### src/common/pcmhc_pkg.sv
// --------
// Shared constants and types of the memory command sequencer
// --------
package pcmhc_pkg;

    // Word address and data widths of the parallel memory bus.
    localparam int unsigned ADDR_W    = 23;
    localparam int unsigned DATA_W    = 16;
    // Word-address bits that lie inside one main block.
    localparam int unsigned BLOCK_LSB = 16;

    // Command codes written on the low data lines.
    localparam logic [7:0] CMD_READ_ARRAY   = 8'hff;
    localparam logic [7:0] CMD_WORD_PROG    = 8'h40;
    localparam logic [7:0] CMD_WORD_ALT     = 8'h42;
    localparam logic [7:0] CMD_BUF_PROG     = 8'he8;
    localparam logic [7:0] CMD_BUF_ALT      = 8'hea;
    localparam logic [7:0] CMD_ERASE        = 8'h20;
    localparam logic [7:0] CMD_CONFIRM      = 8'hd0;
    localparam logic [7:0] CMD_SUSPEND      = 8'hb0;
    localparam logic [7:0] CMD_READ_STATUS  = 8'h70;
    localparam logic [7:0] CMD_CLEAR_STATUS = 8'h50;
    localparam logic [7:0] CMD_OTP_PROG     = 8'hc0;

    // Status bit positions and the error bits that need a clear-status.
    localparam int unsigned SR_READY_BIT    = 7;
    localparam int unsigned SR_SUSP_BIT     = 6;
    localparam logic [7:0]  SR_ERR_MASK     = 8'h3a;

    // Largest legal buffered word count minus one, and the alignment field.
    localparam logic [7:0]  BUF_MAX_COUNT   = 8'h1f;
    localparam int unsigned ALIGN_BITS      = 5;

    // Bus cycle phase lengths; least times round up to whole clocks.
    localparam int unsigned CLK_NS          = 8;
    localparam int unsigned T_SETUP_NS      = 10;
    localparam int unsigned T_WRITE_NS      = 60;
    localparam int unsigned T_READ_NS       = 140;
    localparam int unsigned T_HOLD_NS       = 20;
    localparam int unsigned SETUP_CYC       = (T_SETUP_NS + CLK_NS - 1) / CLK_NS;
    localparam int unsigned WRITE_CYC       = (T_WRITE_NS + CLK_NS - 1) / CLK_NS;
    localparam int unsigned READ_CYC        = (T_READ_NS + CLK_NS - 1) / CLK_NS;
    localparam int unsigned HOLD_CYC        = (T_HOLD_NS + CLK_NS - 1) / CLK_NS;

    // Default number of status reads before a poll gives up.
    localparam int unsigned POLL_LIMIT_DEF  = 100000;

    typedef enum logic [3:0] {
        OP_READ        = 4'h0,
        OP_WORD_PROG   = 4'h1,
        OP_BUF_PROG    = 4'h2,
        OP_ERASE       = 4'h3,
        OP_SUSPEND     = 4'h4,
        OP_RESUME      = 4'h5,
        OP_OTP_PROG    = 4'h6,
        OP_READ_STATUS = 4'h7,
        OP_CLEAR       = 4'h8,
        OP_ARRAY_MODE  = 4'h9
    } pcmhc_op_e;

    typedef struct packed {
        pcmhc_op_e           op;
        logic                alt;
        logic [ADDR_W-1:0]   addr;
        logic [DATA_W-1:0]   data;
        logic [7:0]          count;
    } pcmhc_cmd_s;

    typedef struct packed {
        logic rejected;
        logic timeout;
        logic unaligned;
        logic suspended;
    } pcmhc_res_s;

    typedef struct packed {
        logic                write;
        logic [ADDR_W-1:0]   addr;
        logic [DATA_W-1:0]   data;
    } pcmhc_req_s;

endpackage

### src/verilog/pcmhc_bus_cycle.sv
`timescale 1ns/100ps
// --------
// One asynchronous bus cycle: setup, strobe, hold
// --------
module pcmhc_bus_cycle
    import pcmhc_pkg::*;
(
    input  wire logic              clk_i,
    input  wire logic              rst_i,
    input  wire logic              en_i,
    input  wire logic              start_i,
    input  wire pcmhc_req_s        req_i,
    input  wire logic [DATA_W-1:0] dq_i,
    output logic                   done_o,
    output logic [DATA_W-1:0]      rdata_o,
    output logic                   ce_n_o,
    output logic                   oe_n_o,
    output logic                   we_n_o,
    output logic [ADDR_W-1:0]      addr_o,
    output logic [DATA_W-1:0]      dq_o,
    output logic                   dq_oe_n_o
);

    typedef enum logic [1:0] {
        PH_IDLE  = 2'b00,
        PH_SETUP = 2'b01,
        PH_PULSE = 2'b10,
        PH_HOLD  = 2'b11
    } pcmhc_phase_e;

    pcmhc_phase_e ph_q;
    logic [7:0]   cnt_q;
    logic         write_q;
    wire          cnt_zero = (cnt_q == 8'h00);

    // Chip enable rises after every cycle, so each read is a fresh strobe.
    always_ff @(posedge clk_i or posedge rst_i) begin
        if (rst_i) begin
            ph_q      <= PH_IDLE;
            cnt_q     <= 8'h00;
            write_q   <= 1'b0;
            done_o    <= 1'b0;
            rdata_o   <= '0;
            ce_n_o    <= 1'b1;
            oe_n_o    <= 1'b1;
            we_n_o    <= 1'b1;
            addr_o    <= '0;
            dq_o      <= '0;
            dq_oe_n_o <= 1'b1;
        end else if (en_i) begin
            done_o <= 1'b0;
            case (ph_q)
                PH_IDLE: begin
                    if (start_i) begin
                        addr_o    <= req_i.addr;
                        dq_o      <= req_i.data;
                        write_q   <= req_i.write;
                        ce_n_o    <= 1'b0;
                        dq_oe_n_o <= ~req_i.write;
                        cnt_q     <= 8'(SETUP_CYC - 1);
                        ph_q      <= PH_SETUP;
                    end
                end
                PH_SETUP: begin
                    if (cnt_zero) begin
                        we_n_o <= ~write_q;
                        oe_n_o <= write_q;
                        cnt_q  <= write_q ? 8'(WRITE_CYC - 1) : 8'(READ_CYC - 1);
                        ph_q   <= PH_PULSE;
                    end else begin
                        cnt_q <= cnt_q - 8'h01;
                    end
                end
                PH_PULSE: begin
                    if (cnt_zero) begin
                        we_n_o <= 1'b1;
                        oe_n_o <= 1'b1;
                        if (!write_q) begin
                            rdata_o <= dq_i;
                        end
                        cnt_q <= 8'(HOLD_CYC - 1);
                        ph_q  <= PH_HOLD;
                    end else begin
                        cnt_q <= cnt_q - 8'h01;
                    end
                end
                PH_HOLD: begin
                    if (cnt_zero) begin
                        ce_n_o    <= 1'b1;
                        dq_oe_n_o <= 1'b1;
                        done_o    <= 1'b1;
                        ph_q      <= PH_IDLE;
                    end else begin
                        cnt_q <= cnt_q - 8'h01;
                    end
                end
                default: ph_q <= PH_IDLE;
            endcase
        end
    end

endmodule

### src/verilog/pcmhc_seq.sv
`timescale 1ns/100ps
// How it works
// Buffered program opens with E8H/EAH at block.
// Poll status ready bit before going on.
// Send count minus one; refuse above 1Fh.
// First word at start, then remaining words.
// Confirm D0H to block starts programming.
// Device aborts data outside starting block.
// Improper sequence flagged; host then clears status.
// Start address ideally aligned to buffer boundary.
// Write FFh after each operation ends. The code skips it after reads, status reads and clear-status.
// Code 70h makes device drive status.
// Code B0H suspends program or erase.
// Status refreshes only on new strobe.
// After suspend, bit 6 tells suspended or done.
// During suspend, only other blocks read/programmed.
// Resume with D0h anywhere, then poll.
// Protection program: C0, data, poll ready.
// Device errors protection writes outside space.
// Device flags supply, program, lock errors.
// Error bits stay until clear-status 50H.
// Device enters setup states on program/erase codes.
// Device stays ready on read and status codes.
module pcmhc_seq
    import pcmhc_pkg::*;
#(
    parameter int unsigned POLL_LIMIT = POLL_LIMIT_DEF
)(
    input  wire logic              clk_i,
    input  wire logic              rst_i,
    input  wire logic              en_i,
    input  wire logic              cmd_valid_i,
    input  wire pcmhc_cmd_s        cmd_i,
    output logic                   cmd_ready_o,
    input  wire logic              wr_valid_i,
    input  wire logic [DATA_W-1:0] wr_data_i,
    output logic                   wr_ready_o,
    output logic                   done_o,
    output pcmhc_res_s             res_o,
    output logic [7:0]             status_o,
    output logic [DATA_W-1:0]      rdata_o,
    output logic                   ce_n_o,
    output logic                   oe_n_o,
    output logic                   we_n_o,
    output logic [ADDR_W-1:0]      addr_o,
    output logic [DATA_W-1:0]      dq_o,
    output logic                   dq_oe_n_o,
    input  wire logic [DATA_W-1:0] dq_i
);

    typedef enum logic [3:0] {
        ST_IDLE    = 4'h0,
        ST_CMD     = 4'h1,
        ST_BUF_CHK = 4'h2,
        ST_COUNT   = 4'h3,
        ST_DATA    = 4'h4,
        ST_CONFIRM = 4'h5,
        ST_POLL    = 4'h6,
        ST_CLEAR   = 4'h7,
        ST_EXIT    = 4'h8,
        ST_READ    = 4'h9,
        ST_DONE    = 4'ha
    } pcmhc_state_e;

    localparam int unsigned PW = $clog2(POLL_LIMIT + 1);

    pcmhc_state_e      st_q;
    pcmhc_cmd_s        cmd_q;
    pcmhc_req_s        req_q;
    pcmhc_res_s        res_q;
    logic              pend_q;
    logic              start_q;
    logic [7:0]        idx_q;
    logic [PW-1:0]     polls_q;
    logic              susp_q;
    logic [ADDR_W-1:0] erase_blk_q;
    logic              bus_done;
    logic [DATA_W-1:0] bus_rdata;

    // --------
    // Decoding of the held command
    // --------

    // Block base of the target and of the request; data words stay inside it.
    wire [ADDR_W-1:0] blk_addr   = {cmd_q.addr[ADDR_W-1:BLOCK_LSB], {BLOCK_LSB{1'b0}}};
    wire [ADDR_W-1:0] in_blk     = {cmd_i.addr[ADDR_W-1:BLOCK_LSB], {BLOCK_LSB{1'b0}}};
    wire [ADDR_W-1:0] last_addr  = cmd_i.addr + ADDR_W'(cmd_i.count);
    wire              is_buf     = (cmd_q.op == OP_BUF_PROG);
    wire              in_buf     = (cmd_i.op == OP_BUF_PROG);
    wire              ready_bit  = bus_rdata[SR_READY_BIT];
    wire              poll_out   = (polls_q >= PW'(POLL_LIMIT));
    wire              last_word  = (idx_q == cmd_q.count);

    // buffered opening code
    wire [7:0] buf_code  = cmd_q.alt ? CMD_BUF_ALT : CMD_BUF_PROG;
    wire [7:0] word_code = cmd_q.alt ? CMD_WORD_ALT : CMD_WORD_PROG;
    // status read code
    // suspend code
    // resume with confirm code
    wire [7:0] op_code =
        (cmd_q.op == OP_BUF_PROG)    ? buf_code :
        (cmd_q.op == OP_WORD_PROG)   ? word_code :
        (cmd_q.op == OP_ERASE)       ? CMD_ERASE :
        (cmd_q.op == OP_SUSPEND)     ? CMD_SUSPEND :
        (cmd_q.op == OP_RESUME)      ? CMD_CONFIRM :
        (cmd_q.op == OP_OTP_PROG)    ? CMD_OTP_PROG :
        (cmd_q.op == OP_READ_STATUS) ? CMD_READ_STATUS :
        (cmd_q.op == OP_CLEAR)       ? CMD_CLEAR_STATUS : CMD_READ_ARRAY;

    // Refusals at the command port, checked before any bus cycle.
    // count range check
    wire bad_count = in_buf && (cmd_i.count > BUF_MAX_COUNT);
    // never leave the block
    wire bad_span  = in_buf && (last_addr[ADDR_W-1:BLOCK_LSB] != cmd_i.addr[ADDR_W-1:BLOCK_LSB]);
    // suspended block is off limits
    wire susp_blk  = susp_q && (in_blk == erase_blk_q);
    wire bad_susp  = susp_q && ((cmd_i.op == OP_BUF_PROG) || (cmd_i.op == OP_ERASE) ||
                     (cmd_i.op == OP_OTP_PROG) || (cmd_i.op == OP_SUSPEND) ||
                     (((cmd_i.op == OP_READ) || (cmd_i.op == OP_WORD_PROG)) && susp_blk));
    wire reject    = bad_count || bad_span || bad_susp;
    // alignment is only reported
    wire unaligned = in_buf && (cmd_i.addr[ALIGN_BITS-1:0] != '0);

    // --------
    // Bus request selection for the current step
    // --------

    wire is_read  = (st_q == ST_POLL) || (st_q == ST_READ) || (st_q == ST_BUF_CHK);
    wire active   = (st_q != ST_IDLE) && (st_q != ST_DONE);
    wire need_wd  = (st_q == ST_DATA) && is_buf;
    wire launch   = active && !pend_q && !start_q && (!need_wd || wr_valid_i);

    // words follow the start address
    wire [ADDR_W-1:0] data_addr = is_buf ? (cmd_q.addr + ADDR_W'(idx_q)) : cmd_q.addr;
    wire blk_step = (st_q == ST_COUNT) || (st_q == ST_CONFIRM) || is_read ||
                    ((st_q == ST_CMD) && (is_buf || (cmd_q.op == OP_ERASE)));
    wire [ADDR_W-1:0] next_addr =
        (st_q == ST_DATA) ? data_addr :
        (st_q == ST_READ) ? cmd_q.addr :
        blk_step          ? blk_addr : cmd_q.addr;
    // count on low data lines
    // confirm code after the buffer
    // clear-status after an error
    // back to array mode
    wire [DATA_W-1:0] next_data =
        (st_q == ST_CMD)     ? DATA_W'(op_code) :
        (st_q == ST_COUNT)   ? DATA_W'(cmd_q.count) :
        (st_q == ST_DATA)    ? (is_buf ? wr_data_i : cmd_q.data) :
        (st_q == ST_CONFIRM) ? DATA_W'(CMD_CONFIRM) :
        (st_q == ST_CLEAR)   ? DATA_W'(CMD_CLEAR_STATUS) :
        (st_q == ST_EXIT)    ? DATA_W'(CMD_READ_ARRAY) : '0;

    // Next step once the opening code has gone out.
    wire pcmhc_state_e after_cmd =
        (cmd_q.op == OP_BUF_PROG)    ? ST_BUF_CHK :
        ((cmd_q.op == OP_WORD_PROG) || (cmd_q.op == OP_OTP_PROG)) ? ST_DATA :
        (cmd_q.op == OP_ERASE)       ? ST_CONFIRM :
        ((cmd_q.op == OP_SUSPEND) || (cmd_q.op == OP_RESUME)) ? ST_POLL :
        ((cmd_q.op == OP_READ_STATUS) || (cmd_q.op == OP_READ)) ? ST_READ : ST_DONE;

    // --------
    // Bus launch handshake
    // --------

    // The request is frozen in a register so that a buffer word taken from
    // the user port cannot change underneath the running cycle.
    always_ff @(posedge clk_i or posedge rst_i) begin
        if (rst_i) begin
            req_q      <= '0;
            start_q    <= 1'b0;
            pend_q     <= 1'b0;
            wr_ready_o <= 1'b0;
        end else if (en_i) begin
            start_q    <= launch;
            wr_ready_o <= launch && need_wd;
            if (launch) begin
                req_q  <= '{write: !is_read, addr: next_addr, data: next_data};
                pend_q <= 1'b1;
            end else if (bus_done) begin
                pend_q <= 1'b0;
            end
        end
    end

    // --------
    // Command sequencer
    // --------

    always_ff @(posedge clk_i or posedge rst_i) begin
        if (rst_i) begin
            st_q        <= ST_IDLE;
            cmd_q       <= '0;
            res_q       <= '0;
            idx_q       <= 8'h00;
            polls_q     <= '0;
            susp_q      <= 1'b0;
            erase_blk_q <= '0;
            cmd_ready_o <= 1'b1;
            done_o      <= 1'b0;
            res_o       <= '0;
            status_o    <= 8'h80;
            rdata_o     <= '0;
        end else if (en_i) begin
            done_o <= 1'b0;
            case (st_q)
                ST_IDLE: begin
                    polls_q <= '0;
                    idx_q   <= 8'h00;
                    if (cmd_valid_i && cmd_ready_o) begin
                        cmd_ready_o <= 1'b0;
                        cmd_q       <= cmd_i;
                        res_q       <= '{rejected: reject, timeout: 1'b0,
                                         unaligned: unaligned, suspended: susp_q};
                        st_q        <= reject ? ST_DONE : ST_CMD;
                        if (!reject && (cmd_i.op == OP_ERASE)) begin
                            erase_blk_q <= in_blk;
                        end
                        if (!reject && (cmd_i.op == OP_RESUME)) begin
                            susp_q <= 1'b0;
                        end
                    end
                end
                ST_CMD: begin
                    if (pend_q && bus_done) begin
                        st_q <= after_cmd;
                    end
                end
                // wait for buffer ready
                ST_BUF_CHK: begin
                    if (pend_q && bus_done) begin
                        if (ready_bit) begin
                            st_q    <= ST_COUNT;
                            polls_q <= '0;
                        end else if (poll_out) begin
                            res_q.timeout <= 1'b1;
                            st_q          <= ST_EXIT;
                        end else begin
                            polls_q <= polls_q + PW'(1);
                            st_q    <= ST_CMD;
                        end
                    end
                end
                ST_COUNT: begin
                    if (pend_q && bus_done) begin
                        st_q <= ST_DATA;
                    end
                end
                // load count plus one words
                // data to the same location
                ST_DATA: begin
                    if (pend_q && bus_done) begin
                        if (!is_buf) begin
                            st_q <= ST_POLL;
                        end else if (last_word) begin
                            st_q <= ST_CONFIRM;
                        end else begin
                            idx_q <= idx_q + 8'h01;
                        end
                    end
                end
                ST_CONFIRM: begin
                    if (pend_q && bus_done) begin
                        st_q <= ST_POLL;
                    end
                end
                // poll until ready
                // each poll is a new strobe
                ST_POLL: begin
                    if (pend_q && bus_done) begin
                        status_o <= bus_rdata[7:0];
                        if (ready_bit) begin
                            // suspended or already done
                            if (cmd_q.op == OP_SUSPEND) begin
                                susp_q          <= bus_rdata[SR_SUSP_BIT];
                                res_q.suspended <= bus_rdata[SR_SUSP_BIT];
                            end
                            // errors stick until cleared
                            st_q <= ((bus_rdata[7:0] & SR_ERR_MASK) != 8'h00) ?
                                    ST_CLEAR : ST_EXIT;
                        end else if (poll_out) begin
                            res_q.timeout <= 1'b1;
                            st_q          <= ST_EXIT;
                        end else begin
                            polls_q <= polls_q + PW'(1);
                        end
                    end
                end
                ST_CLEAR: begin
                    if (pend_q && bus_done) begin
                        st_q <= ST_EXIT;
                    end
                end
                ST_EXIT: begin
                    if (pend_q && bus_done) begin
                        st_q <= ST_DONE;
                    end
                end
                ST_READ: begin
                    if (pend_q && bus_done) begin
                        rdata_o <= bus_rdata;
                        if (cmd_q.op == OP_READ_STATUS) begin
                            status_o <= bus_rdata[7:0];
                        end
                        st_q <= ST_DONE;
                    end
                end
                ST_DONE: begin
                    done_o      <= 1'b1;
                    res_o       <= res_q;
                    cmd_ready_o <= 1'b1;
                    st_q        <= ST_IDLE;
                end
                default: st_q <= ST_IDLE;
            endcase
        end
    end

    // --------
    // Pin driver
    // --------

    pcmhc_bus_cycle u_bus (
        .clk_i     (clk_i),
        .rst_i     (rst_i),
        .en_i      (en_i),
        .start_i   (start_q),
        .req_i     (req_q),
        .dq_i      (dq_i),
        .done_o    (bus_done),
        .rdata_o   (bus_rdata),
        .ce_n_o    (ce_n_o),
        .oe_n_o    (oe_n_o),
        .we_n_o    (we_n_o),
        .addr_o    (addr_o),
        .dq_o      (dq_o),
        .dq_oe_n_o (dq_oe_n_o)
    );

endmodule
### config.mk
export PLATFORM = sky130hd
export DESIGN_NAME = pcmhc_seq
export DESIGN_NICKNAME = d
export VERILOG_FILES = /design/src/common/pcmhc_pkg.sv /design/src/verilog/pcmhc_bus_cycle.sv /design/src/verilog/pcmhc_seq.sv
export SDC_FILE = /design/constraint.sdc
export NUM_CORES = 1
export LEC_CHECK = 0
export ABC_AREA = 1
export BUFFER_PORTS_ARGS = -buffer_cell sky130_fd_sc_hd__buf_2
export CAP_MARGIN = 40
export CORE_MARGIN = 3
export CORE_UTILIZATION = 52
export CTS_CLUSTER_DIAMETER = 80
export DETAILED_ROUTE_END_ITERATION = 10
export GPL_TIMING_DRIVEN = 0
export HOLD_SLACK_MARGIN = 0.05
export PLACE_DENSITY_LB_ADDON = 0.2
export SYNTH_ARGS = -nofsm -noshare
export SYNTH_HDL_FRONTEND = slang
export SYNTH_SLANG_ARGS = --single-unit
export TNS_END_PERCENT = 20
### constraint.sdc
create_clock -name clk_i -period 7.4 [get_ports clk_i]
set_clock_uncertainty 0.2 [all_clocks]
set_input_delay 0.74 -clock clk_i [delete_from_list [all_inputs] [get_ports clk_i]]
set_output_delay 0.74 -clock clk_i [all_outputs]
set_load 0.01 [all_outputs]
==> results of run 1 <==
-- per-stage QoR --
step                total power, W  instance area, µm²  instances  utilization [%]  setup slack, ns
finish                     0.00314               14000       1929             63.5             4.70
global route               0.00327               14000       1929             63.5             4.53
CTS                        0.00316               14000       1927             63.4             4.69
detailed placement         0.00185               13100       1879             59.4             4.39
global placement           0.00182               13000       1873             58.9             1.94
floorplan                  0.00171               11800       1431                -             3.36
-- area by class of cell --
type	instances	share of cell area (%)
plain buffers	38	1.21
well taps	280	2.50
repair buffers	170	6.85
inverters	171	4.60
clock inverters	14	0.918
flip-flops and latches	237	42.3
clock buffers	34	5.29
multi-input cells	985	36.3
-- what timing repair did --
action,CTS,global route
hold endpoints to repair,0,1
resized for setup,0,0
hold buffers,0,1
buffers inserted,0,0
-- registers in the layout, summed over array words and instances (netlist names), 8 cells and up --
name           flops
status_o           8
rdata_o           16
idx_q              8
u_bus.cnt_q        8
cmd_q             45
u_bus.addr_o      23
polls_q           17
u_bus.rdata_o     16
req_q             40
u_bus.dq_o        16
-- cells by family (layout without fill, tap and decap cells) --
| kind of cell | after synthesis | count (layout) |
|---|---|---|
| DFF | 237 | 237 |
| xor gates and xnor gates | 23 | 23 |
| AOI/OAI and AO/OA | 234 | 234 |
| and+or+nand+nor | 653 | 653 |
| buffers and inverters | 209 | 427 |
| adders and majority gates | 25 | 25 |
| muxes | 50 | 50 |
-- worst register-to-register path: cells and delay by family (launching register included) --
kind	cells	cell delay [ns]
DFF	1	0.39
muxes	1	0.37
buffers and inverters	3	1.09
and+or+nand+nor	1	0.25
adders and majority gates	1	0.29
-- final timing paths --
path / slack (ns) / endpoint / startpoint / cells after the start
worst max-delay path: 4.70 / u_bus.addr_o[22] / u_bus.ph_q[0] / 6
worst max register to register: 4.70 / u_bus.addr_o[22] / u_bus.ph_q[0] / 6
min in group asynchronous: 0.45 / polls_q[5] / rst_i / 3
worst min-delay path: 0.23 / cmd_q[20] / cmd_i[20] / 3
max in group asynchronous: 5.63 / u_bus.addr_o[22] / rst_i / 6
worst min register to register: 0.27 / u_bus.dq_oe_n_o / req_q[39] / 1
-- layer usage --
metal	GRT usage [%]	wire [µm]
met3	4.21	2160
met1	38.6	14800
met4	6.54	735
met5	0	0
met2	41.5	14800
-- power by group through the flow --
stage	sequential, W	clock (W)	combinational, W
after floorplan	0.00143	0	0.000281
after global placement	0.00144	0	0.000390
after detailed placement	0.00144	0	0.000409
after CTS	0.00142	0.00133	0.000412
after global routing	0.00142	0.00138	0.000470
final	0.00142	0.00130	0.000414
-- layout by cell type (no fill, tap or decap), types with 3 or more instances in the layout --
cell        netlist  layout
clkinv_2          0       9
inv_2             7       7
nand4_1          24      24
a22oi_1          12      12
nand3_1          80      80
clkbuf_8          0       4
o22ai_1           7       7
buf_2            16     178
clkbuf_1         19      22
nor2_2            6       6
nor2_1          111     111
xnor2_1          11      11
o211ai_1          7       7
a21boi_0          3       3
o21ai_0         117     117
xor2_1           12      12
nor4_1            4       4
inv_1           163     162
a31oi_1           5       5
mux2_2           50      50
nand2_1         390     390
dfrtp_1         231     231
nor3_1           19      19
o21ai_1          29      29
buf_12            0       7
or2_2             5       5
clkinvlp_4        0       3
ha_1             24      24
a21oi_1          44      44
clkbuf_16         0      27
dfstp_2           6       6
nand2_2           5       5
==> results.cfg, run 1 <==
[global_routing]
grtUsageTotal_pct = 26.4
overflow = 0
grt_pass1_vias = 9915
antenna_found_initial = 0
grt_max_degree = 39
grt_pass1_wl_mm = 52.0

[sta]
final_hold_viol_count = 0
max_freq_mhz = 371
fin_crit_ns = 2.70
finalMaxSlewViolations = 0
setup_tns_ns = 0
rsz0062_at_grt = false
max-slew-margin-rel_pct = 50.5
layout_worst_path_cycle_share_pct = 36.4
holdWs_ns = 0.228
tightest_slew_ns = 0.742
setup_viol_count_final = 0

[clock_network]
cts_sinks = 237
insertion_delay_ns = 0.53
root_buffer = clkbuf_16
clk_pin_slew_ns = 0.06
h-tree-depth = 1
cts-buffers-inserted = 26
cts_tree = built
cts_buffer_depth = 3

[logic_synthesis]
syn_inst = 1431
synth.yosys.seq_area_share_pct = 50.1
synth_nets = 1545
synth_area_mm2 = 0.0118
yosys-top-cells-count = nand2_1, dfrtp_1, inv_1, o21ai_0, nor2_1
synth_xor_area_share_pct = 1.70
synth_compound_area_share_pct = 10.7
synth_top_family_by_area = simple AND/OR/NAND/NOR gates
ys_ff_latch = 237
synth.mux.area_fraction_pct = 4.75
synth_edf_count = 0
synth_top_area_share_pct = 48.8
yosysMostFrequentCell = nand2_1
synth_area_per_cell_um2 = 8.28
yosys-top-cells-area = dfrtp_1, nand2_1, inv_1
ys_warn_count = 0
async_flop_share_pct = 100
yosysTopAreaCell = dfrtp_1
yosys.area_share.simple_pct = 23.1
synth-adder-area-share_pct = 2.70
yosysUniqueCellTypes = 47
synth_flop_cell = dfrtp_1

[die]
dieHeight_um = 157
coreArea_mm2 = 0.0221
std_cell_rows = 54
dieArea_mm2 = 0.0246
die_width_um = 157
start_util_pct = 53.6
io_pins = 163

[power_and_ir_drop]
power_density_mw_per_mm2 = 223
seqPwrFrac_pct = 45.2
combinationalPowerShare_pct = 13.2
swShare_pct = 26.3
p_sw_w = 0.000826
power.leakage_nw = 7.32
vdd_drop_max_v = 0.000214
pwr-share-clk_pct = 41.6
p_int_w = 0.00231

[worst_setup_path]
max_stage_delay_ns = 0.60
slowest_stage = clkbuf_1
cp_num_buf_inv = 3
crit_arrival_ns = 2.90
crit_family = buffers and inverters
path_cells = inv_1 -> ha_1 -> nand3_1 -> clkbuf_1 -> buf_2 -> mux2_2
cp_max_fo = 10
setup.worst_path.start_class = flip-flop
path_class = reg -> reg
critical_path.endpoint_type = flip-flop
required_ns = 7.60

[finish]
fin_nets = 1743
syn_to_final_growth_pct = 18.5
multi_input_area_mm2 = 0.00509
seq_area_mm2 = 0.00594
n_fill_cell = 1955
antenna_cells = 0
drive_gt1_share_pct = 19.3

[drt]
vias = 10438
via_per_inst = 5.41
drtAntennaViolNets = 0
wl_per_cell_um = 16.8
drc = 0
drtIter0Drc = 764
drt_first_pass_iters = 8
routed_wl_mm = 32.5

[min_path]
hold_path.class = in -> reg

[job]
maxCapViolations = 0

[place]
gp_congestion = 0.926
numPortBuffers = 162
dp_hpwl_mm = 24.3

[outcome]
outcome = completed
(Power assumes the default switching activity.)
==> inputs of run 2 (changes only) <==
- ABC_AREA: 1 -> 0
- CORE_UTILIZATION: 52 -> 58
- clock period: 7.4 -> 2.5 ns (I/O delays scaled with it)
==> results.cfg, run 2 <==
[global_routing]
grt_pass1_vias = 10449
grt_pass1_wl_mm = 55.2
grt_max_degree = 41
grtUsageTotal_pct = 31.2
antenna_found_initial = 2
overflow = 0

[clock_network]
h-tree-depth = 1
insertion_delay_ns = 0.53
cts_buffer_depth = 3
root_buffer = clkbuf_16
cts-buffers-inserted = 26
cts_sinks = 237
cts_tree = built
clk_pin_slew_ns = 0.06

[outcome]
violations = negative setup slack
outcome = finished with violations

[worst_setup_path]
required_ns = 2.72
rrSetupSlack_ns = -0.11
crit_family = simple AND/OR/NAND/NOR gates
crit_arrival_ns = 2.82
cp_num_buf_inv = 2
cp_max_fo = 6
slowest_stage = or4b_4
r2r_start = cmd_q[51]
reg2reg_depth = 8
setup.worst_path.start_class = flip-flop
path_class = reg -> reg
max_stage_delay_ns = 0.55
reg2reg_to = idx_q[5]
critical_path.endpoint_type = flip-flop
path_cells = buf_6 -> or4b_4 -> buf_8 -> a2111o_1 -> a211oi_4 -> nand4_1 -> xor2_1 -> nor2_1

[logic_synthesis]
syn_inst = 1169
synth.yosys.seq_area_share_pct = 50.6
ys_ff_latch = 237
yosysUniqueCellTypes = 75
yosys-top-cells-area = dfrtp_1, mux2_2, nand2_1
synth_flop_cell = dfrtp_1
synth_area_mm2 = 0.0117
yosysTopAreaCell = dfrtp_1
ys_warn_count = 0
yosys-top-cells-count = dfrtp_1, nand2_1, mux2_2, nor2_1, o21ai_0
yosysMostFrequentCell = dfrtp_1
synth_area_per_cell_um2 = 10.0
async_flop_share_pct = 100
synth_nets = 1283
synth_top_area_share_pct = 49.2
synth_edf_count = 0

[sta]
rsz0062_at_grt = true
worst_slack_ns = -0.106
max_freq_mhz = 384
fin_crit_ns = 2.61
max-slew-margin-rel_pct = 46.9
finalMaxSlewViolations = 0
final_hold_viol_count = 0
tightest_slew_ns = 0.795
setup_viol_count_final = 8
setup_tns_ns = -0.482
layout_worst_path_cycle_share_pct = 104

[die]
io_pins = 163
die_width_um = 148
dieHeight_um = 148
start_util_pct = 59.8
std_cell_rows = 51
coreArea_mm2 = 0.0197
dieArea_mm2 = 0.0220

[place]
numPortBuffers = 161
pre_cts_slack_ns = -0.972
dp_hpwl_mm = 23.0
gp_congestion = 0.942

[drt]
drc = 0
routed_wl_mm = 34.3
via_per_inst = 5.85
drt_first_pass_iters = 6
drtAntennaViolNets = 0
wl_per_cell_um = 19.7
vias = 10228
drtIter0Drc = 877

[power_and_ir_drop]
seqPwrFrac_pct = 40.4
power.leakage_nw = 7.50
p_int_w = 0.00811
vdd_drop_max_v = 0.000501
p_sw_w = 0.00406
power_density_mw_per_mm2 = 801
pwr-share-clk_pct = 30.4
swShare_pct = 33.3
combinationalPowerShare_pct = 29.2

[finish]
syn_to_final_growth_pct = 29.4
largest_register_ffs = 45
fin_nets = 1576
layout_commonest_cell = dfrtp_1
drive_gt1_share_pct = 29.5
largest-register = cmd_q
final_cell_mix = dfrtp_1, nand2_1, buf_2, mux2_2, dlygate4sd3_1
reg_top3 = cmd_q: 45 flops, req_q: 40 flops, u_bus.addr_o: 23 flops

[min_path]
holdPathEnd = req_q[2]
min-delay-start = wr_data_i[2]
hold_path.class = in -> reg
holdPathStages = 6

[job]
maxCapViolations = 0
==> run 2: how the worst max path moves through the flow <==
stage,end,startpoint,slack (ns),cells after the start
final,idx_q[5],cmd_q[51],-0.11,8
after global routing,idx_q[5],cmd_q[51],-0.16,8
after CTS,idx_q[3],cmd_q[51],-0.08,8
after detailed placement,req_q[26],st_q[2],-0.97,7
after global placement,polls_q[5],rst_i,-2.37,2
after floorplan,blk_addr[16],rst_i,-1.05,1
==> run 2: worst reg2reg max path: stages, from the launching register on <==
cell	delay (ns)
dfrtp_1	0.37
buf_6	0.13
or4b_4	0.55
buf_8	0.15
a2111o_1	0.43
a211oi_4	0.26
nand4_1	0.17
xor2_1	0.18
nor2_1	0.06
==> run 2: logic make-up after synthesis <==
group,Yosys count,synth area share [%]
buffers and inverters,90,3.07
adders and majority gates,25,2.73
muxes,115,10.9
xor gates and xnor gates,50,3.73
DFF,237,50.6
AOI/OAI and AO/OA,199,10.8
and+or+nand+nor,453,18.2
==> run 2: power groups by stage <==
stage	clock, W	sequential [W]	combinational [W]
final	0.00370	0.00492	0.00355
after global routing	0.00390	0.00499	0.00389
after CTS	0.00373	0.00490	0.00341
after detailed placement	0	0.00494	0.00307
after global placement	0	0.00491	0.00298
after floorplan	0	0.00489	0.00209
==> run 2: per-stage QoR <==
stage	total power, W	instances	hold WS (ns)	util, %	instance area, µm²
6_report	0.0122	1747	0.0759	77.3	15200
5_1_grt	0.0128	1746	0.107	77.3	15200
4_1_cts	0.0120	1737	0.0625	76.4	15000
3_5_place_dp	0.00801	1602	0.232	66.2	13000
3_3_place_gp	0.00790	1595	0.246	65.6	12900
2_1_floorplan	0.00698	1169	0.155	-	11700
==> run 2: cell type report <==
cell class	count	area, µm²
Tap cell	265	332
Antenna cell	3	7.51
Timing Repair Buffer	269	1910
Inverter	30	116
Sequential cell	237	5940
Clock inverter	7	66.3
Fill cell	1363	4450
Buffer	56	323
Clock buffer	38	747
Multi-Input combinational cell	842	5750
==> run 2: what timing repair did <==
item | 4_1_cts | 5_1_grt
hold buffers | 78 | 0
endpoints found under the setup margin | 174 | 133
gates cloned | 1 | 0
hold endpoints to repair | 116 | 0
gates resized for setup | 87 | 55
pin swaps | 16 | 13
buffers inserted | 15 | 8
==> run 2: metal layers <==
metal / up-vias / part of all wire (%) / GRT usage [%]
met5: - / 0 / 0
met4: 0 / 3.1 / 10.6
met3: 95 / 7.7 / 5.18
met2: 457 / 47 / 50.3
met1: 4984 / 42 / 43.4
li1: 4692 / - / -
==> inputs of run 3 (changes only) <==
- ABC_CLOCK_PERIOD_IN_PS: not set -> 2500
- CTS_BUF_LIST: not set -> sky130_fd_sc_hd__clkbuf_16
- TNS_END_PERCENT: 20 -> 5
==> results.cfg, run 3 (same netlist as run 2, synthesis figures left out) <==
[sta]
rsz0062_at_grt = true
layout_worst_path_cycle_share_pct = 106
finalMaxSlewViolations = 0
holdWs_ns = 0.0789
final_hold_viol_count = 0
setup_viol_count_final = 7
setup_tns_ns = -0.636
max_freq_mhz = 379
worst_slack_ns = -0.139
fin_crit_ns = 2.64
tightest_slew_ns = 0.792
max-slew-margin-rel_pct = 47.1

[finish]
largest-register = cmd_q
fin_nets = 1571
fin_util_pct = 77.1
largest_register_ffs = 45
final_cell_mix = dfrtp_1, nand2_1, buf_2, mux2_2, dlygate4sd3_1
n_fill_cell = 1351
layout_commonest_cell = dfrtp_1
drive_gt1_share_pct = 28.8
reg_top3 = cmd_q: 45 flops, req_q: 40 flops, u_bus.addr_o: 23 flops
syn_to_final_growth_pct = 29.0

[drt]
drc = 0
via_per_inst = 5.85
drt_first_pass_iters = 5
routed_wl_mm = 34.2
wl_per_cell_um = 19.6
vias = 10179
drtIter0Drc = 907
drtAntennaViolNets = 0

[clock_network]
cts_buffer_depth = 3
clk_pin_slew_ns = 0.06
h-tree-depth = 1
cts_sinks = 237
cts-buffers-inserted = 26
cts_tree = built
insertion_delay_ns = 0.53
root_buffer = clkbuf_16

[global_routing]
grtUsageTotal_pct = 31.1
overflow = 0
grt_max_degree = 41
antenna_found_initial = 2
grt_pass1_vias = 10437
grt_pass1_wl_mm = 54.8

[power_and_ir_drop]
p_sw_w = 0.00404
p_total_w = 0.0120
swShare_pct = 33.6
power.leakage_nw = 7.49
p_int_w = 0.00798
vdd_drop_max_v = 0.000545
power_density_mw_per_mm2 = 794
seqPwrFrac_pct = 40.9
pwr-share-clk_pct = 29.5
combinationalPowerShare_pct = 29.6

[worst_setup_path]
slowest_stage = or4b_4
crit_family = simple AND/OR/NAND/NOR gates
max_stage_delay_ns = 0.57
critical_path.endpoint_type = flip-flop
setup.worst_path.start_class = flip-flop
cp_num_buf_inv = 2
path_class = reg -> reg
crit_arrival_ns = 2.86
cp_max_fo = 6
required_ns = 2.72
path_cells = buf_6 -> or4b_4 -> buf_8 -> a2111o_1 -> a211oi_4 -> nand4_1 -> xor2_1 -> nor2_1

[die]
io_pins = 163
dieArea_mm2 = 0.0220
start_util_pct = 59.8
std_cell_rows = 51
dieHeight_um = 148
coreArea_mm2 = 0.0197
die_width_um = 148

[outcome]
violations = negative setup slack
outcome = finished with violations

[min_path]
hold_path.class = in -> reg

[place]
gp_congestion = 0.942
dp_hpwl_mm = 23.0
pre_cts_slack_ns = -0.972
numPortBuffers = 161

[job]
maxCapViolations = 0
-- run 3: changes by cell type in the layout (fill, tap and decap cells not counted), moves of 2 or more --
| cell | delta |
|---|---|
| buf_4 | -7 |
| clkbuf_1 | -7 |
| clkbuf_8 | -3 |
| clkinv_1 | +3 |
| inv_1 | +9 |
| nand3_1 | +2 |
| nand3_2 | -2 |
| o21ai_0 | +2 |
-- run 3: layout make-up --
type	count	area, µm²	share of cell area (%)
diodes	2	5.00	0.0330
plain buffers	56	323	2.13
clock buffers	27	676	4.46
clock inverters	18	108	0.710
inverters	30	116	0.768
multi-input cells	842	5760	38.0
flip-flops and latches	237	5940	39.2
well taps	265	332	2.19
repair buffers	264	1890	12.4
-- run 3: per-layer routing --
| layer | GRT usage [%] | routed length, µm | vias to the layer above |
|---|---|---|---|
| li1 | - | - | 4685 |
| met1 | 42.8 | 14300 | 4957 |
| met2 | 50.1 | 16100 | 433 |
| met3 | 5.79 | 2560 | 104 |
| met4 | 11.2 | 1170 | 0 |
| met5 | 0 | 0 | - |
-- run 3: worst reg2reg max path, stage by stage, from the launching register on --
cell,delay (ns)
dfrtp_1,0.37
buf_6,0.13
or4b_4,0.57
buf_8,0.16
a2111o_1,0.43
a211oi_4,0.26
nand4_1,0.17
xor2_1,0.19
nor2_1,0.06
-- run 3: final timing paths --
path	start	endpoint	slack (ns)	depth (start not counted)
worst max-delay path	cmd_q[51]	idx_q[5]	-0.14	8
worst min-delay path	wr_data_i[2]	req_q[2]	0.08	6
worst max register to register	cmd_q[51]	idx_q[5]	-0.14	8
worst min register to register	u_bus.cnt_q[7]	u_bus.cnt_q[7]	0.27	1
max in group asynchronous	rst_i	status_o[7]	0.38	7
min in group asynchronous	rst_i	u_bus.addr_o[18]	0.24	3
-- run 3: power groups by stage --
| stage | sequential [W] | combinational, W | clock (W) |
|---|---|---|---|
| after CTS | 0.00490 | 0.00341 | 0.00360 |
| after global placement | 0.00491 | 0.00298 | 0 |
| final | 0.00492 | 0.00356 | 0.00355 |
| after floorplan | 0.00489 | 0.00209 | 0 |
| after detailed placement | 0.00494 | 0.00307 | 0 |
| after global routing | 0.00499 | 0.00389 | 0.00377 |
-- run 3: repair_timing --
action | 4_1_cts | 5_1_grt
hold buffers | 78 | 0
resized for setup | 83 | 54
gates cloned | 0 | 0
pin swaps | 14 | 6
buffers inserted | 12 | 6
endpoints found under the hold margin | 116 | 0
setup endpoints to repair | 174 | 138
-- run 3: through the flow --
step	instance area (µm²)	std cells
detailed placement	13000	1602
global placement	12900	1595
finish	15200	1741
CTS	14900	1733
global route	15200	1741
floorplan	11700	1169
